==> src/dpsc_params.svh <==
// constants of the dual synthesizer configuration block
`ifndef DPSC_PARAMS_SVH
`define DPSC_PARAMS_SVH
`define DPSC_WORD_BITS      23
`define DPSC_SEL_FIRST      0
`define DPSC_SEL_SECOND     1
`define DPSC_MON_ONE        2
`define DPSC_MON_TWO        3
`define DPSC_REF_LSB        4
`define DPSC_REF_MSB        17
`define DPSC_CS_BIT         18
`define DPSC_LDS_BIT        2
`define DPSC_SW_BIT         3
`define DPSC_FC_BIT         4
`define DPSC_A_LSB          5
`define DPSC_A_MSB          11
`define DPSC_N_LSB          12
`define DPSC_N_MSB          22
`define DPSC_SEL_IF_REF     2'h0
`define DPSC_SEL_IF_CNT     2'h1
`define DPSC_SEL_RF_REF     2'h2
`define DPSC_SEL_RF_CNT     2'h3
`define DPSC_RST_REF        14'h0003
`define DPSC_RST_MAIN       11'h003
`define DPSC_RST_SWALLOW    7'h00
`define DPSC_RST_SW         1'h1
`define DPSC_RST_FC         1'h1
`define DPSC_RST_CS         1'h0
`define DPSC_IF_P_HIGH      8'h08
`define DPSC_IF_P_LOW       8'h10
`define DPSC_RF_P_HIGH      8'h40
`define DPSC_RF_P_LOW       8'h80
`define DPSC_UNLOCK_CYCLES  4'h2
`define DPSC_LOCK_CYCLES    4'h4
`define DPSC_LOCK_RUN       2'h2
`define DPSC_ERR_MAX        4'hF
`define DPSC_IN_COUNT       8
`define DPSC_IN_SCLK        0
`define DPSC_IN_DATA        1
`define DPSC_IN_LOAD        2
`define DPSC_IN_PS_IF       3
`define DPSC_IN_PS_RF       4
`define DPSC_IN_OSC         5
`define DPSC_IN_FB_IF       6
`define DPSC_IN_FB_RF       7
`endif

==> src/dpsc_pkg.sv <==
// types of the dual synthesizer configuration block
package dpsc_pkg;
  typedef logic [13:0] dpsc_ratio_type;
  typedef logic [10:0] dpsc_main_type;
  typedef logic [6:0]  dpsc_swallow_type;
  typedef enum logic {lock_lost, lock_held} dpsc_lock_type;
endpackage : dpsc_pkg

==> src/dpsc_top.sv <==
// dual synthesizer serial configuration and control, top level
`timescale 1ns/100ps
`include "dpsc_params.svh"
module dpsc_top (
  input  wire logic clock,
  input  wire logic resetn,
  input  wire logic serial_clock,
  input  wire logic serial_data,
  input  wire logic load_strobe,
  input  wire logic power_save_pin_if,
  input  wire logic power_save_pin_rf,
  input  wire logic reference_oscillator_input,
  input  wire logic feedback_input_if,
  input  wire logic feedback_input_rf,
  output logic      detector_out_if,
  output logic      detector_oe_if,
  output logic      detector_out_rf,
  output logic      detector_oe_rf,
  output logic      pump_current_high_if,
  output logic      pump_current_high_rf,
  output logic      power_saving_if,
  output logic      power_saving_rf,
  output logic      monitor_pin
);
  import dpsc_pkg::*;

  // every pin is slow against the 10 MHz clock, so all of them share one filter
  logic [`DPSC_IN_COUNT-1:0]  sync_one;
  logic [`DPSC_IN_COUNT-1:0]  sync_two;
  logic [`DPSC_IN_COUNT-1:0]  sync_three;
  logic [`DPSC_IN_COUNT-1:0]  level;
  logic [`DPSC_IN_COUNT-1:0]  rise;
  logic [`DPSC_WORD_BITS-1:0] shift_reg;
  logic [1:0]                 word_sel;
  logic                       load_rise;
  logic                       sclk_rise;
  logic                       active_if;
  logic                       active_rf;
  dpsc_ratio_type             ref_ratio_if;
  dpsc_ratio_type             ref_ratio_rf;
  dpsc_main_type              main_count_if;
  dpsc_main_type              main_count_rf;
  dpsc_swallow_type           swallow_count_if;
  dpsc_swallow_type           swallow_count_rf;
  logic                       modulus_if;
  logic                       modulus_rf;
  logic                       polarity_if;
  logic                       polarity_rf;
  logic                       monitor_bit_one;
  logic                       monitor_bit_two;
  logic                       monitor_source_select;
  logic                       locked_if;
  logic                       locked_rf;
  logic                       fr_if;
  logic                       fr_rf;
  logic                       fp_if;
  logic                       fp_rf;
  logic                       lock_all;
  logic                       next_monitor;

  function automatic logic sel_is(input logic [1:0] sel, input logic [1:0] code);
    sel_is = (sel == code);
  endfunction : sel_is

  always_ff @(posedge clock or negedge resetn) begin
    if (!resetn) begin
      sync_one <= '0;
      sync_two <= '0;
      sync_three <= '0;
    end else begin
      sync_one <= {feedback_input_rf, feedback_input_if, reference_oscillator_input,
                   power_save_pin_rf, power_save_pin_if, load_strobe, serial_data,
                   serial_clock};
      sync_two <= sync_one;
      sync_three <= sync_two;
    end
  end

  // a level is accepted only once the second and third stages agree
  always_ff @(posedge clock or negedge resetn) begin
    if (!resetn) level <= '0;
    else begin
      for (int i = 0; i < `DPSC_IN_COUNT; i++) begin
        if (sync_two[i] == sync_three[i]) level[i] <= sync_three[i];
      end
    end
  end

  assign rise = sync_two & sync_three & ~level;
  assign sclk_rise = rise[`DPSC_IN_SCLK];
  assign load_rise = rise[`DPSC_IN_LOAD];
  assign active_if = level[`DPSC_IN_PS_IF];
  assign active_rf = level[`DPSC_IN_PS_RF];
  assign word_sel = {shift_reg[`DPSC_SEL_FIRST], shift_reg[`DPSC_SEL_SECOND]};

  // last bit in lands at index 0, so index k-1 holds position k
  always_ff @(posedge clock or negedge resetn) begin
    if (!resetn) shift_reg <= '0;
    else if (sclk_rise) shift_reg <= {shift_reg[`DPSC_WORD_BITS-2:0],
                                      level[`DPSC_IN_DATA]};
  end

  // a load strobe seen mid-word latches whatever is shifted in so far
  always_ff @(posedge clock or negedge resetn) begin
    if (!resetn) begin
      ref_ratio_if <= `DPSC_RST_REF;
      ref_ratio_rf <= `DPSC_RST_REF;
      pump_current_high_if <= `DPSC_RST_CS;
      pump_current_high_rf <= `DPSC_RST_CS;
      monitor_bit_one <= 1'b0;
      monitor_bit_two <= 1'b0;
    end else if (load_rise) begin
      if (sel_is(word_sel, `DPSC_SEL_IF_REF)) begin
        ref_ratio_if <= shift_reg[`DPSC_REF_MSB:`DPSC_REF_LSB];
        pump_current_high_if <= shift_reg[`DPSC_CS_BIT];
        monitor_bit_one <= shift_reg[`DPSC_MON_ONE];
        monitor_bit_two <= shift_reg[`DPSC_MON_TWO];
      end
      if (sel_is(word_sel, `DPSC_SEL_RF_REF)) begin
        ref_ratio_rf <= shift_reg[`DPSC_REF_MSB:`DPSC_REF_LSB];
        pump_current_high_rf <= shift_reg[`DPSC_CS_BIT];
        monitor_bit_one <= shift_reg[`DPSC_MON_ONE];
        monitor_bit_two <= shift_reg[`DPSC_MON_TWO];
      end
    end
  end

  always_ff @(posedge clock or negedge resetn) begin
    if (!resetn) begin
      main_count_if <= `DPSC_RST_MAIN;
      main_count_rf <= `DPSC_RST_MAIN;
      swallow_count_if <= `DPSC_RST_SWALLOW;
      swallow_count_rf <= `DPSC_RST_SWALLOW;
      modulus_if <= `DPSC_RST_SW;
      modulus_rf <= `DPSC_RST_SW;
      polarity_if <= `DPSC_RST_FC;
      polarity_rf <= `DPSC_RST_FC;
      monitor_source_select <= 1'b0;
    end else if (load_rise) begin
      if (sel_is(word_sel, `DPSC_SEL_IF_CNT)) begin
        main_count_if <= shift_reg[`DPSC_N_MSB:`DPSC_N_LSB];
        swallow_count_if <= shift_reg[`DPSC_A_MSB:`DPSC_A_LSB];
        modulus_if <= shift_reg[`DPSC_SW_BIT];
        polarity_if <= shift_reg[`DPSC_FC_BIT];
        monitor_source_select <= shift_reg[`DPSC_LDS_BIT];
      end
      if (sel_is(word_sel, `DPSC_SEL_RF_CNT)) begin
        main_count_rf <= shift_reg[`DPSC_N_MSB:`DPSC_N_LSB];
        swallow_count_rf <= shift_reg[`DPSC_A_MSB:`DPSC_A_LSB];
        modulus_rf <= shift_reg[`DPSC_SW_BIT];
        polarity_rf <= shift_reg[`DPSC_FC_BIT];
        monitor_source_select <= shift_reg[`DPSC_LDS_BIT];
      end
    end
  end

  always_ff @(posedge clock or negedge resetn) begin
    if (!resetn) begin
      power_saving_if <= 1'b1;
      power_saving_rf <= 1'b1;
    end else begin
      power_saving_if <= ~active_if;
      power_saving_rf <= ~active_rf;
    end
  end

  dpsc_section #(.IS_RF(1'b0)) section_if (
    .clock                    (clock),
    .resetn                   (resetn),
    .osc_rise                 (rise[`DPSC_IN_OSC]),
    .feed_rise                (rise[`DPSC_IN_FB_IF]),
    .active                   (active_if),
    .reference_ratio          (ref_ratio_if),
    .main_count               (main_count_if),
    .swallow_count            (swallow_count_if),
    .prescaler_modulus_select (modulus_if),
    .detector_polarity        (polarity_if),
    .reference_compare_freq   (fr_if),
    .divided_compare_freq     (fp_if),
    .detector_out             (detector_out_if),
    .detector_oe              (detector_oe_if),
    .locked                   (locked_if)
  );

  dpsc_section #(.IS_RF(1'b1)) section_rf (
    .clock                    (clock),
    .resetn                   (resetn),
    .osc_rise                 (rise[`DPSC_IN_OSC]),
    .feed_rise                (rise[`DPSC_IN_FB_RF]),
    .active                   (active_rf),
    .reference_ratio          (ref_ratio_rf),
    .main_count               (main_count_rf),
    .swallow_count            (swallow_count_rf),
    .prescaler_modulus_select (modulus_rf),
    .detector_polarity        (polarity_rf),
    .reference_compare_freq   (fr_rf),
    .divided_compare_freq     (fp_rf),
    .detector_out             (detector_out_rf),
    .detector_oe              (detector_oe_rf),
    .locked                   (locked_rf)
  );

  assign lock_all = (locked_if | ~active_if) & (locked_rf | ~active_rf);

  // the unlisted lock-source code 01 reads low rather than guessing a source
  always_comb begin
    case ({monitor_source_select, monitor_bit_one, monitor_bit_two})
      3'h0, 3'h2, 3'h3: next_monitor = lock_all;
      3'h4: next_monitor = fr_if;
      3'h6: next_monitor = fr_rf;
      3'h5: next_monitor = fp_if;
      3'h7: next_monitor = fp_rf;
      default: next_monitor = 1'b0;
    endcase
  end

  always_ff @(posedge clock or negedge resetn) begin
    if (!resetn) monitor_pin <= 1'b0;
    else monitor_pin <= next_monitor;
  end
endmodule : dpsc_top

==> src/dpsc_section.sv <==
// one synthesizer section: dividers, phase detector, lock detect
`timescale 1ns/100ps
`include "dpsc_params.svh"
module dpsc_section #(
  parameter bit IS_RF = 1'b0
) (
  input  wire logic                       clock,
  input  wire logic                       resetn,
  input  wire logic                       osc_rise,
  input  wire logic                       feed_rise,
  input  wire logic                       active,
  input  wire dpsc_pkg::dpsc_ratio_type   reference_ratio,
  input  wire dpsc_pkg::dpsc_main_type    main_count,
  input  wire dpsc_pkg::dpsc_swallow_type swallow_count,
  input  wire logic                       prescaler_modulus_select,
  input  wire logic                       detector_polarity,
  output logic                            reference_compare_freq,
  output logic                            divided_compare_freq,
  output logic                            detector_out,
  output logic                            detector_oe,
  output logic                            locked
);
  import dpsc_pkg::*;

  function automatic logic [7:0] prescale_base(input logic high);
    if (IS_RF) prescale_base = high ? `DPSC_RF_P_HIGH : `DPSC_RF_P_LOW;
    else       prescale_base = high ? `DPSC_IF_P_HIGH : `DPSC_IF_P_LOW;
  endfunction : prescale_base

  logic             active_d;
  logic [13:0]      ref_cnt;
  logic [7:0]       pre_cnt;
  logic [10:0]      main_cnt;
  logic [6:0]       swallow_left;
  logic             up;
  logic             dn;
  logic [3:0]       err_cnt;
  logic [1:0]       good_cnt;
  dpsc_lock_type    lock_state;
  logic             wake;
  logic             hold;
  logic [7:0]       pre_limit;
  logic             pre_wrap;

  // restarting both dividers together on wake keeps the first error small
  assign wake = active & ~active_d;
  assign hold = ~active | wake;
  assign pre_limit = (swallow_left != 7'h00) ? prescale_base(prescaler_modulus_select)
                   : prescale_base(prescaler_modulus_select) - 8'h01;
  assign pre_wrap = feed_rise & (pre_cnt >= pre_limit);
  assign locked = (lock_state == lock_held);

  always_ff @(posedge clock or negedge resetn) begin
    if (!resetn) active_d <= 1'b0;
    else active_d <= active;
  end

  always_ff @(posedge clock or negedge resetn) begin
    if (!resetn) begin
      ref_cnt <= 14'h0000;
      reference_compare_freq <= 1'b0;
    end else if (hold) begin
      ref_cnt <= 14'h0000;
      reference_compare_freq <= 1'b0;
    end else if (osc_rise && ref_cnt >= reference_ratio - 14'h0001) begin
      ref_cnt <= 14'h0000;
      reference_compare_freq <= 1'b1;
    end else begin
      ref_cnt <= ref_cnt + {13'h0000, osc_rise};
      reference_compare_freq <= 1'b0;
    end
  end

  // first swallow_count prescaler cycles divide by base plus one
  always_ff @(posedge clock or negedge resetn) begin
    if (!resetn) pre_cnt <= 8'h00;
    else if (hold || pre_wrap) pre_cnt <= 8'h00;
    else if (feed_rise) pre_cnt <= pre_cnt + 8'h01;
  end

  always_ff @(posedge clock or negedge resetn) begin
    if (!resetn) begin
      main_cnt <= 11'h000;
      swallow_left <= 7'h00;
      divided_compare_freq <= 1'b0;
    end else if (hold) begin
      main_cnt <= 11'h000;
      swallow_left <= swallow_count;
      divided_compare_freq <= 1'b0;
    end else if (pre_wrap && main_cnt >= main_count - 11'h001) begin
      main_cnt <= 11'h000;
      swallow_left <= swallow_count;
      divided_compare_freq <= 1'b1;
    end else begin
      if (pre_wrap) begin
        main_cnt <= main_cnt + 11'h001;
        swallow_left <= swallow_left - {6'h00, swallow_left != 7'h00};
      end
      divided_compare_freq <= 1'b0;
    end
  end

  always_ff @(posedge clock or negedge resetn) begin
    if (!resetn) begin
      up <= 1'b0;
      dn <= 1'b0;
    end else if (hold) begin
      up <= 1'b0;
      dn <= 1'b0;
    end else begin
      up <= (up | reference_compare_freq) & ~(dn | divided_compare_freq);
      dn <= (dn | divided_compare_freq) & ~(up | reference_compare_freq);
    end
  end

  always_ff @(posedge clock or negedge resetn) begin
    if (!resetn) begin
      detector_out <= 1'b0;
      detector_oe <= 1'b0;
    end else begin
      detector_oe <= active & ~wake & (up ^ dn);
      detector_out <= detector_polarity ? up : ~up;
    end
  end

  // error width in oscillator periods, judged at each reference pulse
  always_ff @(posedge clock or negedge resetn) begin
    if (!resetn) err_cnt <= 4'h0;
    else if (hold || reference_compare_freq) err_cnt <= 4'h0;
    else if (osc_rise && (up | dn) && err_cnt != `DPSC_ERR_MAX) err_cnt <= err_cnt + 4'h1;
  end

  always_ff @(posedge clock or negedge resetn) begin
    if (!resetn) begin
      lock_state <= lock_lost;
      good_cnt <= 2'h0;
    end else if (hold) begin
      lock_state <= lock_lost;
      good_cnt <= 2'h0;
    end else if (reference_compare_freq) begin
      case (lock_state)
        lock_lost: begin
          if (err_cnt <= `DPSC_LOCK_CYCLES) begin
            good_cnt <= good_cnt + 2'h1;
            if (good_cnt == `DPSC_LOCK_RUN) lock_state <= lock_held;
          end else good_cnt <= 2'h0;
        end
        lock_held: begin
          good_cnt <= 2'h0;
          if (err_cnt >= `DPSC_UNLOCK_CYCLES) lock_state <= lock_lost;
        end
        default: lock_state <= lock_lost;
      endcase
    end
  end
endmodule : dpsc_section

==> config.mk <==
export PLATFORM = sky130hd
export DESIGN_NAME = dpsc_top
export DESIGN_NICKNAME = d
export VERILOG_FILES = /design/src/dpsc_pkg.sv /design/src/dpsc_top.sv /design/src/dpsc_section.sv
export VERILOG_INCLUDE_DIRS = /design/src
export SDC_FILE = /design/constraint.sdc
export NUM_CORES = 1
export LEC_CHECK = 0
export BUFFER_PORTS_ARGS = -buffer_cell sky130_fd_sc_hd__buf_2
export CORE_AREA = 5 5 182 131
export CTS_CLUSTER_SIZE = 40
export DETAILED_ROUTE_END_ITERATION = 10
export DIE_AREA = 0 0 187 136
export PLACE_DENSITY = 0.75
export SYNTH_ARGS = -nofsm -noshare
export SYNTH_HDL_FRONTEND = slang
export SYNTH_SLANG_ARGS = --single-unit
==> constraint.sdc <==
create_clock -name clock -period 3.3 [get_ports clock]
set_clock_uncertainty 0.15 [all_clocks]
set_input_delay 0.33 -clock clock [delete_from_list [all_inputs] [get_ports clock]]
set_output_delay 0.33 -clock clock [all_outputs]
set_load 0.03 [all_outputs]
Word level (Yosys, flattened, before mapping)

Cells that the tools add are included.
Widths: inputs -> output; s select.

Bits in registers: 239
Bits of input ports: 10
Output and inout port bits: 9
Word-level logic and storage cells: 251

Add/subtract/negate cells: 18
Magnitude comparators: 10
Eq/ne operators: 21
Multiplexer cells: 69
Bitwise operators: 42
Reductions and logical operators: 33

Operators with widths:

| cell                  | number |
|---|---|
| $mux 11               | 6 |
| $mux 14               | 4 |
| $mux 8                | 7 |
| $mux 7                | 6 |
| $mux 1                | 30 |
| $add 14x1->14         | 2 |
| $ge 14x14->1          | 2 |
| $sub 14x1->14 const B | 2 |
| $add 11x1->11 const B | 2 |
| $ge 11x11->1          | 2 |
| $sub 11x1->11 const B | 2 |
| $add 8x1->8 const B   | 2 |
| $and 8x8->8           | 2 |
| $ge 8x8->1            | 2 |
| $mux 4                | 4 |
| $reduce_bool 2->1     | 8 |
| $sub 8x1->8 const B   | 2 |
| $not 1->1             | 14 |
| $reduce_bool 7->1     | 2 |
| $sub 7x1->7           | 2 |
| $and 1x1->1           | 13 |
| $eq 3x3->1 const B    | 4 |
| $mux 2                | 6 |
| $reduce_and 2->1      | 6 |
| 22 further kinds      | 61 |

Longest topological paths before layout

Depth in word-level cells: 8
Mapped depth: 14
Gate-level depth less buffers: 13

Hierarchy

A second synthesis with hierarchy kept.

Cell total of the unflattened synthesis: 1,123
Area total of the unflattened synthesis: 12,572.1 sq um

Modules (own cells, without submodules):

| module                    | times used | cells each | area each (sq um) | seq. area each (sq um) |
|---|---|---|---|---|
| dpsc_top                  | 1          | 271        | 4,828.4           | 3,295.7 |
| dpsc_section (section_rf) | 1          | 442        | 3,921.3           | 1,351.3 |
| dpsc_section (section_if) | 1          | 410        | 3,822.4           | 1,351.3 |

Least setup slack after synthesis

Ideal clock, no wire load.

Kind: register -> register
From: reg ref_ratio_rf[5]
To: reg section_rf.ref_cnt[10]
Setup time: 0.072 ns
Data arrival time: 2.987 ns
Slack: 0.091 ns
Cell stages (with the launch flop): 13
Clock period less this slack: 3.209 ns
Path through: dfrtp_1 or4_1 or3_1 or2_1 xor2_1 ha_1 a21o_1 a21oi_1 nor2b_1 o21ai_0 nand4_1 clkbuf_1 nor2_1

Longest elaborated chain between the ends: 5

RTL lines:

| element                | line               | text |
|---|---|---|
| from (decl)            | dpsc_top.sv:40     | `dpsc_ratio_type ref_ratio_rf;` |
| from (signal assigned) | dpsc_top.sv:107    | `` ref_ratio_rf <= `DPSC_RST_REF; `` |
| from (signal assigned) | dpsc_top.sv:120    | `` ref_ratio_rf <= shift_reg[`DPSC_REF_MSB:`DPSC_REF_LSB]; `` |
| $sub 14x1->14          | dpsc_section.sv:65 | `end else if (osc_rise && ref_cnt >= reference_ratio - 14'h0001) begin` |
| $ge 14x14->1           | dpsc_section.sv:65 |  |
| $logic_and 1x1->1      | dpsc_section.sv:65 |  |
| $mux 14                | dpsc_section.sv:65 |  |
| $mux 14                | dpsc_section.sv:62 | `end else if (hold) begin` |
| to (signal assigned)   | dpsc_section.sv:69 | `ref_cnt <= ref_cnt + {13'h0000, osc_rise};` |
| to (decl)              | dpsc_section.sv:31 | `logic [13:0] ref_cnt;` |

No other way between the ends.
A chain may end at the register's enable or synchronous reset.

Final worst setup path

From: reg section_rf.swallow_left[0]
To: reg section_rf.pre_cnt[7]

Longest elaborated chain between the ends: 6
Elaborated cells on any way between the ends: 7
Those cells by class: order compare (1); mux (2); bitwise (1); reduce/logical (3)

RTL lines:

| element                                            | line               | text |
|---|---|---|
| from (decl)                                        | dpsc_section.sv:34 | `logic [6:0] swallow_left;` |
| from (signal assigned)                             | dpsc_section.sv:88 | `swallow_left <= swallow_count;` |
| from (signal assigned)                             | dpsc_section.sv:92 | `swallow_left <= swallow_count;` |
| from (signal assigned)                             | dpsc_section.sv:97 | `swallow_left <= swallow_left - {6'h00, swallow_left != 7'h00};` |
| $reduce_bool 7->1 (*)                              | dpsc_section.sv:48 | `assign pre_limit = (swallow_left != 7'h00) ? prescale_base(prescaler_modulus_select)` |
| $mux 8 (*)                                         | dpsc_section.sv:48 |  |
| $ge 8x8->1 (*)                                     | dpsc_section.sv:50 | `assign pre_wrap = feed_rise & (pre_cnt >= pre_limit);` |
| $and 1x1->1 (*)                                    | dpsc_section.sv:50 |  |
| $logic_or 1x1->1 (*)                               | dpsc_section.sv:77 | `else if (hold \|\| pre_wrap) pre_cnt <= 8'h00;` |
| $mux 8 / $reduce_bool 2->1 (equally long branches) | -                  |  |
| to (signal assigned)                               | dpsc_section.sv:78 | `else if (feed_rise) pre_cnt <= pre_cnt + 8'h01;` |
| to (decl)                                          | dpsc_section.sv:32 | `logic [7:0] pre_cnt;` |

Mark *: on every way between the ends. The rest lies on a longest branch, timed or not.

==> flow_metrics.py <==
metrics = {
    "hold_path": {
        "hold_class": "flip-flop to flip-flop",
        "hp-start": "sync_one[3]",
        "holdPathStages": 0,
        "hold_end": "sync_two[3]",
    },
    "timing": {
        "setup_slack_ps": 65.6,
        "hold_slack_ps": 193,
        "finalCriticalPeriod_ps": 3230,
        "tightest_slew_ps": 811,
        "setup_violations": 0,
        "finalHoldViolCount": 0,
        "fmax_mhz": 309,
        "slew_viol_final": 0,
        "tns_ps": 0,
        "slew_headroom_pct": 45.9,
        "finalCritPeriodShare_pct": 98.0,
    },
    "synth": {
        "yosys_warnings": 0,
        "postSynth.asyncResetShare_pct": 100,
        "yosysTopAreaCell": "dfrtp_1",
        "ys_seq_area_share_pct": 49.0,
        "ys_ff_latch": 239,
        "synth-edff-count": 0,
        "syn-instance-count": 1134,
        "syn_nets": 1238,
        "avgSynthCellArea_sq_um": 10.8,
        "synthTopCellsByArea": "dfrtp_1 (46%), ha_1 (9.6%), mux2_2 (8.7%)",
        "synthDistinctLibCells": 57,
        "synth.cell_area_sq_mm": 0.0122,
        "synth_top_flop_cell": "dfrtp_1",
        "synth_top_area_share_pct": 46.0,
    },
    "global_route": {
        "grt_pass1_wl_um": 42700,
        "grt.total_usage_pct": 20.1,
        "antenna_found_initial": 0,
        "grt_max_degree": 89,
        "grt_overflow": 0,
        "grt_pass1_vias": 8533,
    },
    "floorplan": {
        "core_area_sq_mm": 0.0221,
        "rows": 46,
        "initial_core_util_pct": 55.3,
        "die_area_sq_mm": 0.0254,
        "die_x_um": 187,
        "io_pins": 19,
        "die_h_um": 136,
    },
    "cells_and_area": {
        "stdcell_count": 1505,
        "finalNetCount": 1303,
        "utilization_pct": 63.1,
        "diodes": 0,
        "drive_above_1_share_pct": 19.1,
        "finalInstanceArea_sq_mm": 0.0139,
        "largest_register_ffs": 23,
        "syn2layout_area_growth_pct": 14.0,
    },
    "worst_setup_path": {
        "startpoint_type": "flip-flop",
        "r2r_cells": 11,
        "cp.required_ps": 3570,
        "cp-end-kind": "flip-flop",
        "crit_top_cell": "ha_1",
        "r2r-start": "section_rf.swallow_left[0]",
        "path_max_fanout": 7,
        "worst-setup-path-type": "flip-flop to flip-flop",
        "cp_top_family": "simple AND/OR/NAND/NOR gates",
        "critPathMaxStageDelay_ps": 460,
        "regToRegSetupSlack_ps": 70,
        "critPathArrivalTime_ps": 3510,
        "cp.buffers_inverters": 1,
        "rr_endpoint": "section_rf.pre_cnt[7]",
        "slowest_stage": "or4_1",
        "worstPathCellList": "nor4_2, nand2_2, ha_1, inv_1, ha_1, a211o_1, a21oi_1, o31ai_4, and2_1, or4_1, a31oi_1",
    },
    "routing": {
        "wl_met2_um": 11300,
        "wire_per_inst_um": 16.9,
        "dr.max_layer_used": "met4",
        "postRouteAntennaNets": 0,
        "wl_met1_um": 12600,
        "wl_met3_um": 1040,
        "vias": 8603,
        "wirelength_um": 25400,
        "routed_via_density": 5.72,
        "drtIter0Drc": 746,
        "drtPass1Iterations": 5,
        "drc": 0,
    },
    "power": {
        "ir_worst_vdd_mv": 0.386,
        "powerDensity_mw_per_mm2": 618,
        "p_leak_nw": 6.69,
        "power_mw": 8.61,
    },
    "clock_network": {
        "cts_sinks": 239,
        "path_clk_slew_ps": 60,
        "cts_htree_levels": 1,
        "cts_made_buffers": 24,
        "clockBufferDepth": 3,
        "cts_root_buffer": "clkbuf_16",
        "cts_tree": "built",
        "clk_latency_ps": 520,
    },
    "placement": {
        "dp_hpwl_um": 17500,
        "placed_area_sq_mm": 0.0129,
        "post-place-cells": 1445,
        "place_ws_ps": -67.3,
        "globalplace.congestion": 0.833,
        "port_buffers": 18,
    },
    "flow_run": {
        "maxCapViolations": 0,
    },
    "run_status": {
        "status": "finished, final reports clean",
    },
}
[synthesized netlist by cell type (5+ instances only)]
| cell type | instances |
|---|---|
| dfrtp_1 | 225 |
| nor2_1 | 104 |
| ha_1 | 94 |
| mux2_2 | 94 |
| nand2_1 | 72 |
| inv_1 | 57 |
| nand3_1 | 57 |
| xnor2_1 | 48 |
| o21ai_0 | 43 |
| xor2_1 | 43 |
| nor3_1 | 35 |
| a21oi_1 | 29 |
| clkbuf_1 | 22 |
| and3_1 | 20 |
| nand4_1 | 16 |
| dfstp_2 | 14 |
| nor4_1 | 14 |
| and2_1 | 11 |
| a31oi_1 | 10 |
| nor2b_1 | 10 |
| or4_1 | 9 |
| buf_2 | 8 |
| a22oi_1 | 7 |
| a21o_1 | 6 |
| nand2b_1 | 6 |
| or3_1 | 6 |
| and4_1 | 5 |
| o21a_1 | 5 |
[worst register-to-register path, cell delays in order, from the launching register on]
cell     delay, ps
dfrtp_1        410
nor4_2         340
nand2_2        130
ha_1           300
inv_1           40
ha_1           190
a211o_1        300
a21oi_1        260
o31ai_4        180
and2_1         210
or4_1          460
a31oi_1        160
[metal layers]
| metal | global-route usage, % | vias to the layer above |
|---|---|---|
| met5 | 0 | - |
| met1 | 30.6 | 4261 |
| met4 | 4.35 | 0 |
| met3 | 2.82 | 36 |
| li1 | - | 4142 |
| met2 | 31.0 | 164 |
[power by group]
group / total, mW / switching (mW) / internal (mW)
Combinational: 2.20 / 1.21 / 0.994
Sequential: 3.45 / 0.256 / 3.19
Clock: 2.97 / 1.14 / 1.82
[worst max path at each step]
stage,start,end,slack [ps],cells past startpoint
2_1_floorplan,ref_ratio_rf[5],section_rf.ref_cnt[10],90,12
6_report,section_rf.swallow_left[0],section_rf.pre_cnt[7],70,11
5_1_grt,section_rf.swallow_left[2],section_rf.swallow_left[1],-80,12
3_3_place_gp,main_count_if[0],section_if.swallow_left[3],70,13
3_5_place_dp,main_count_if[3],section_if.swallow_left[3],-70,12
4_1_cts,section_rf.swallow_left[2],section_rf.pre_cnt[7],30,11
[layout by cell type, fill, tap and decap left out, drive strengths merged, types with 5 or more instances in the layout]
master / instances
a21o: 6
a21oi: 29
a22oi: 7
a31oi: 10
and2: 11
and3: 20
and4: 5
buf: 61
bufinv: 5
clkbuf: 31
clkinv: 6
dfrtp: 225
dfstp: 14
dlygate4sd3: 9
ha: 94
inv: 57
mux2: 94
nand2: 72
nand2b: 7
nand3: 57
nand4: 16
nor2: 104
nor2b: 10
nor3: 36
nor4: 14
o21a: 5
o21ai: 45
or3: 6
or4: 9
xnor2: 48
xor2: 43
[timing repair]
item / in CTS / in global routing
buffers inserted: 1 / 6
setup endpoints to repair: 4 / 60
hold buffers: 9 / 0
pin swaps: 1 / 5
hold endpoints to repair: 90 / 0
resized for setup: 4 / 17
[logic make-up (layout without fill, tap and decap cells)]
kind of cell	count (synthesis)	after routing	synth area share, %
compound gates	140	140	7.46
fa+ha+maj	97	97	9.86
mux	98	98	8.98
simple gates	381	381	15.4
buf+inv	88	171	2.78
flops	239	239	49.0
xor+xnor	91	91	6.52
[cell type report]
class / instances / area (sq um)
Fill cell: 1739 / 8160
Sequential cell: 239 / 6000
Multi-Input combinational cell: 807 / 5980
Clock buffer: 31 / 668
Timing Repair Buffer: 70 / 529
Tap cell: 288 / 360
Inverter: 57 / 214
Clock inverter: 13 / 195
Power figures use the tool's default switching activity.
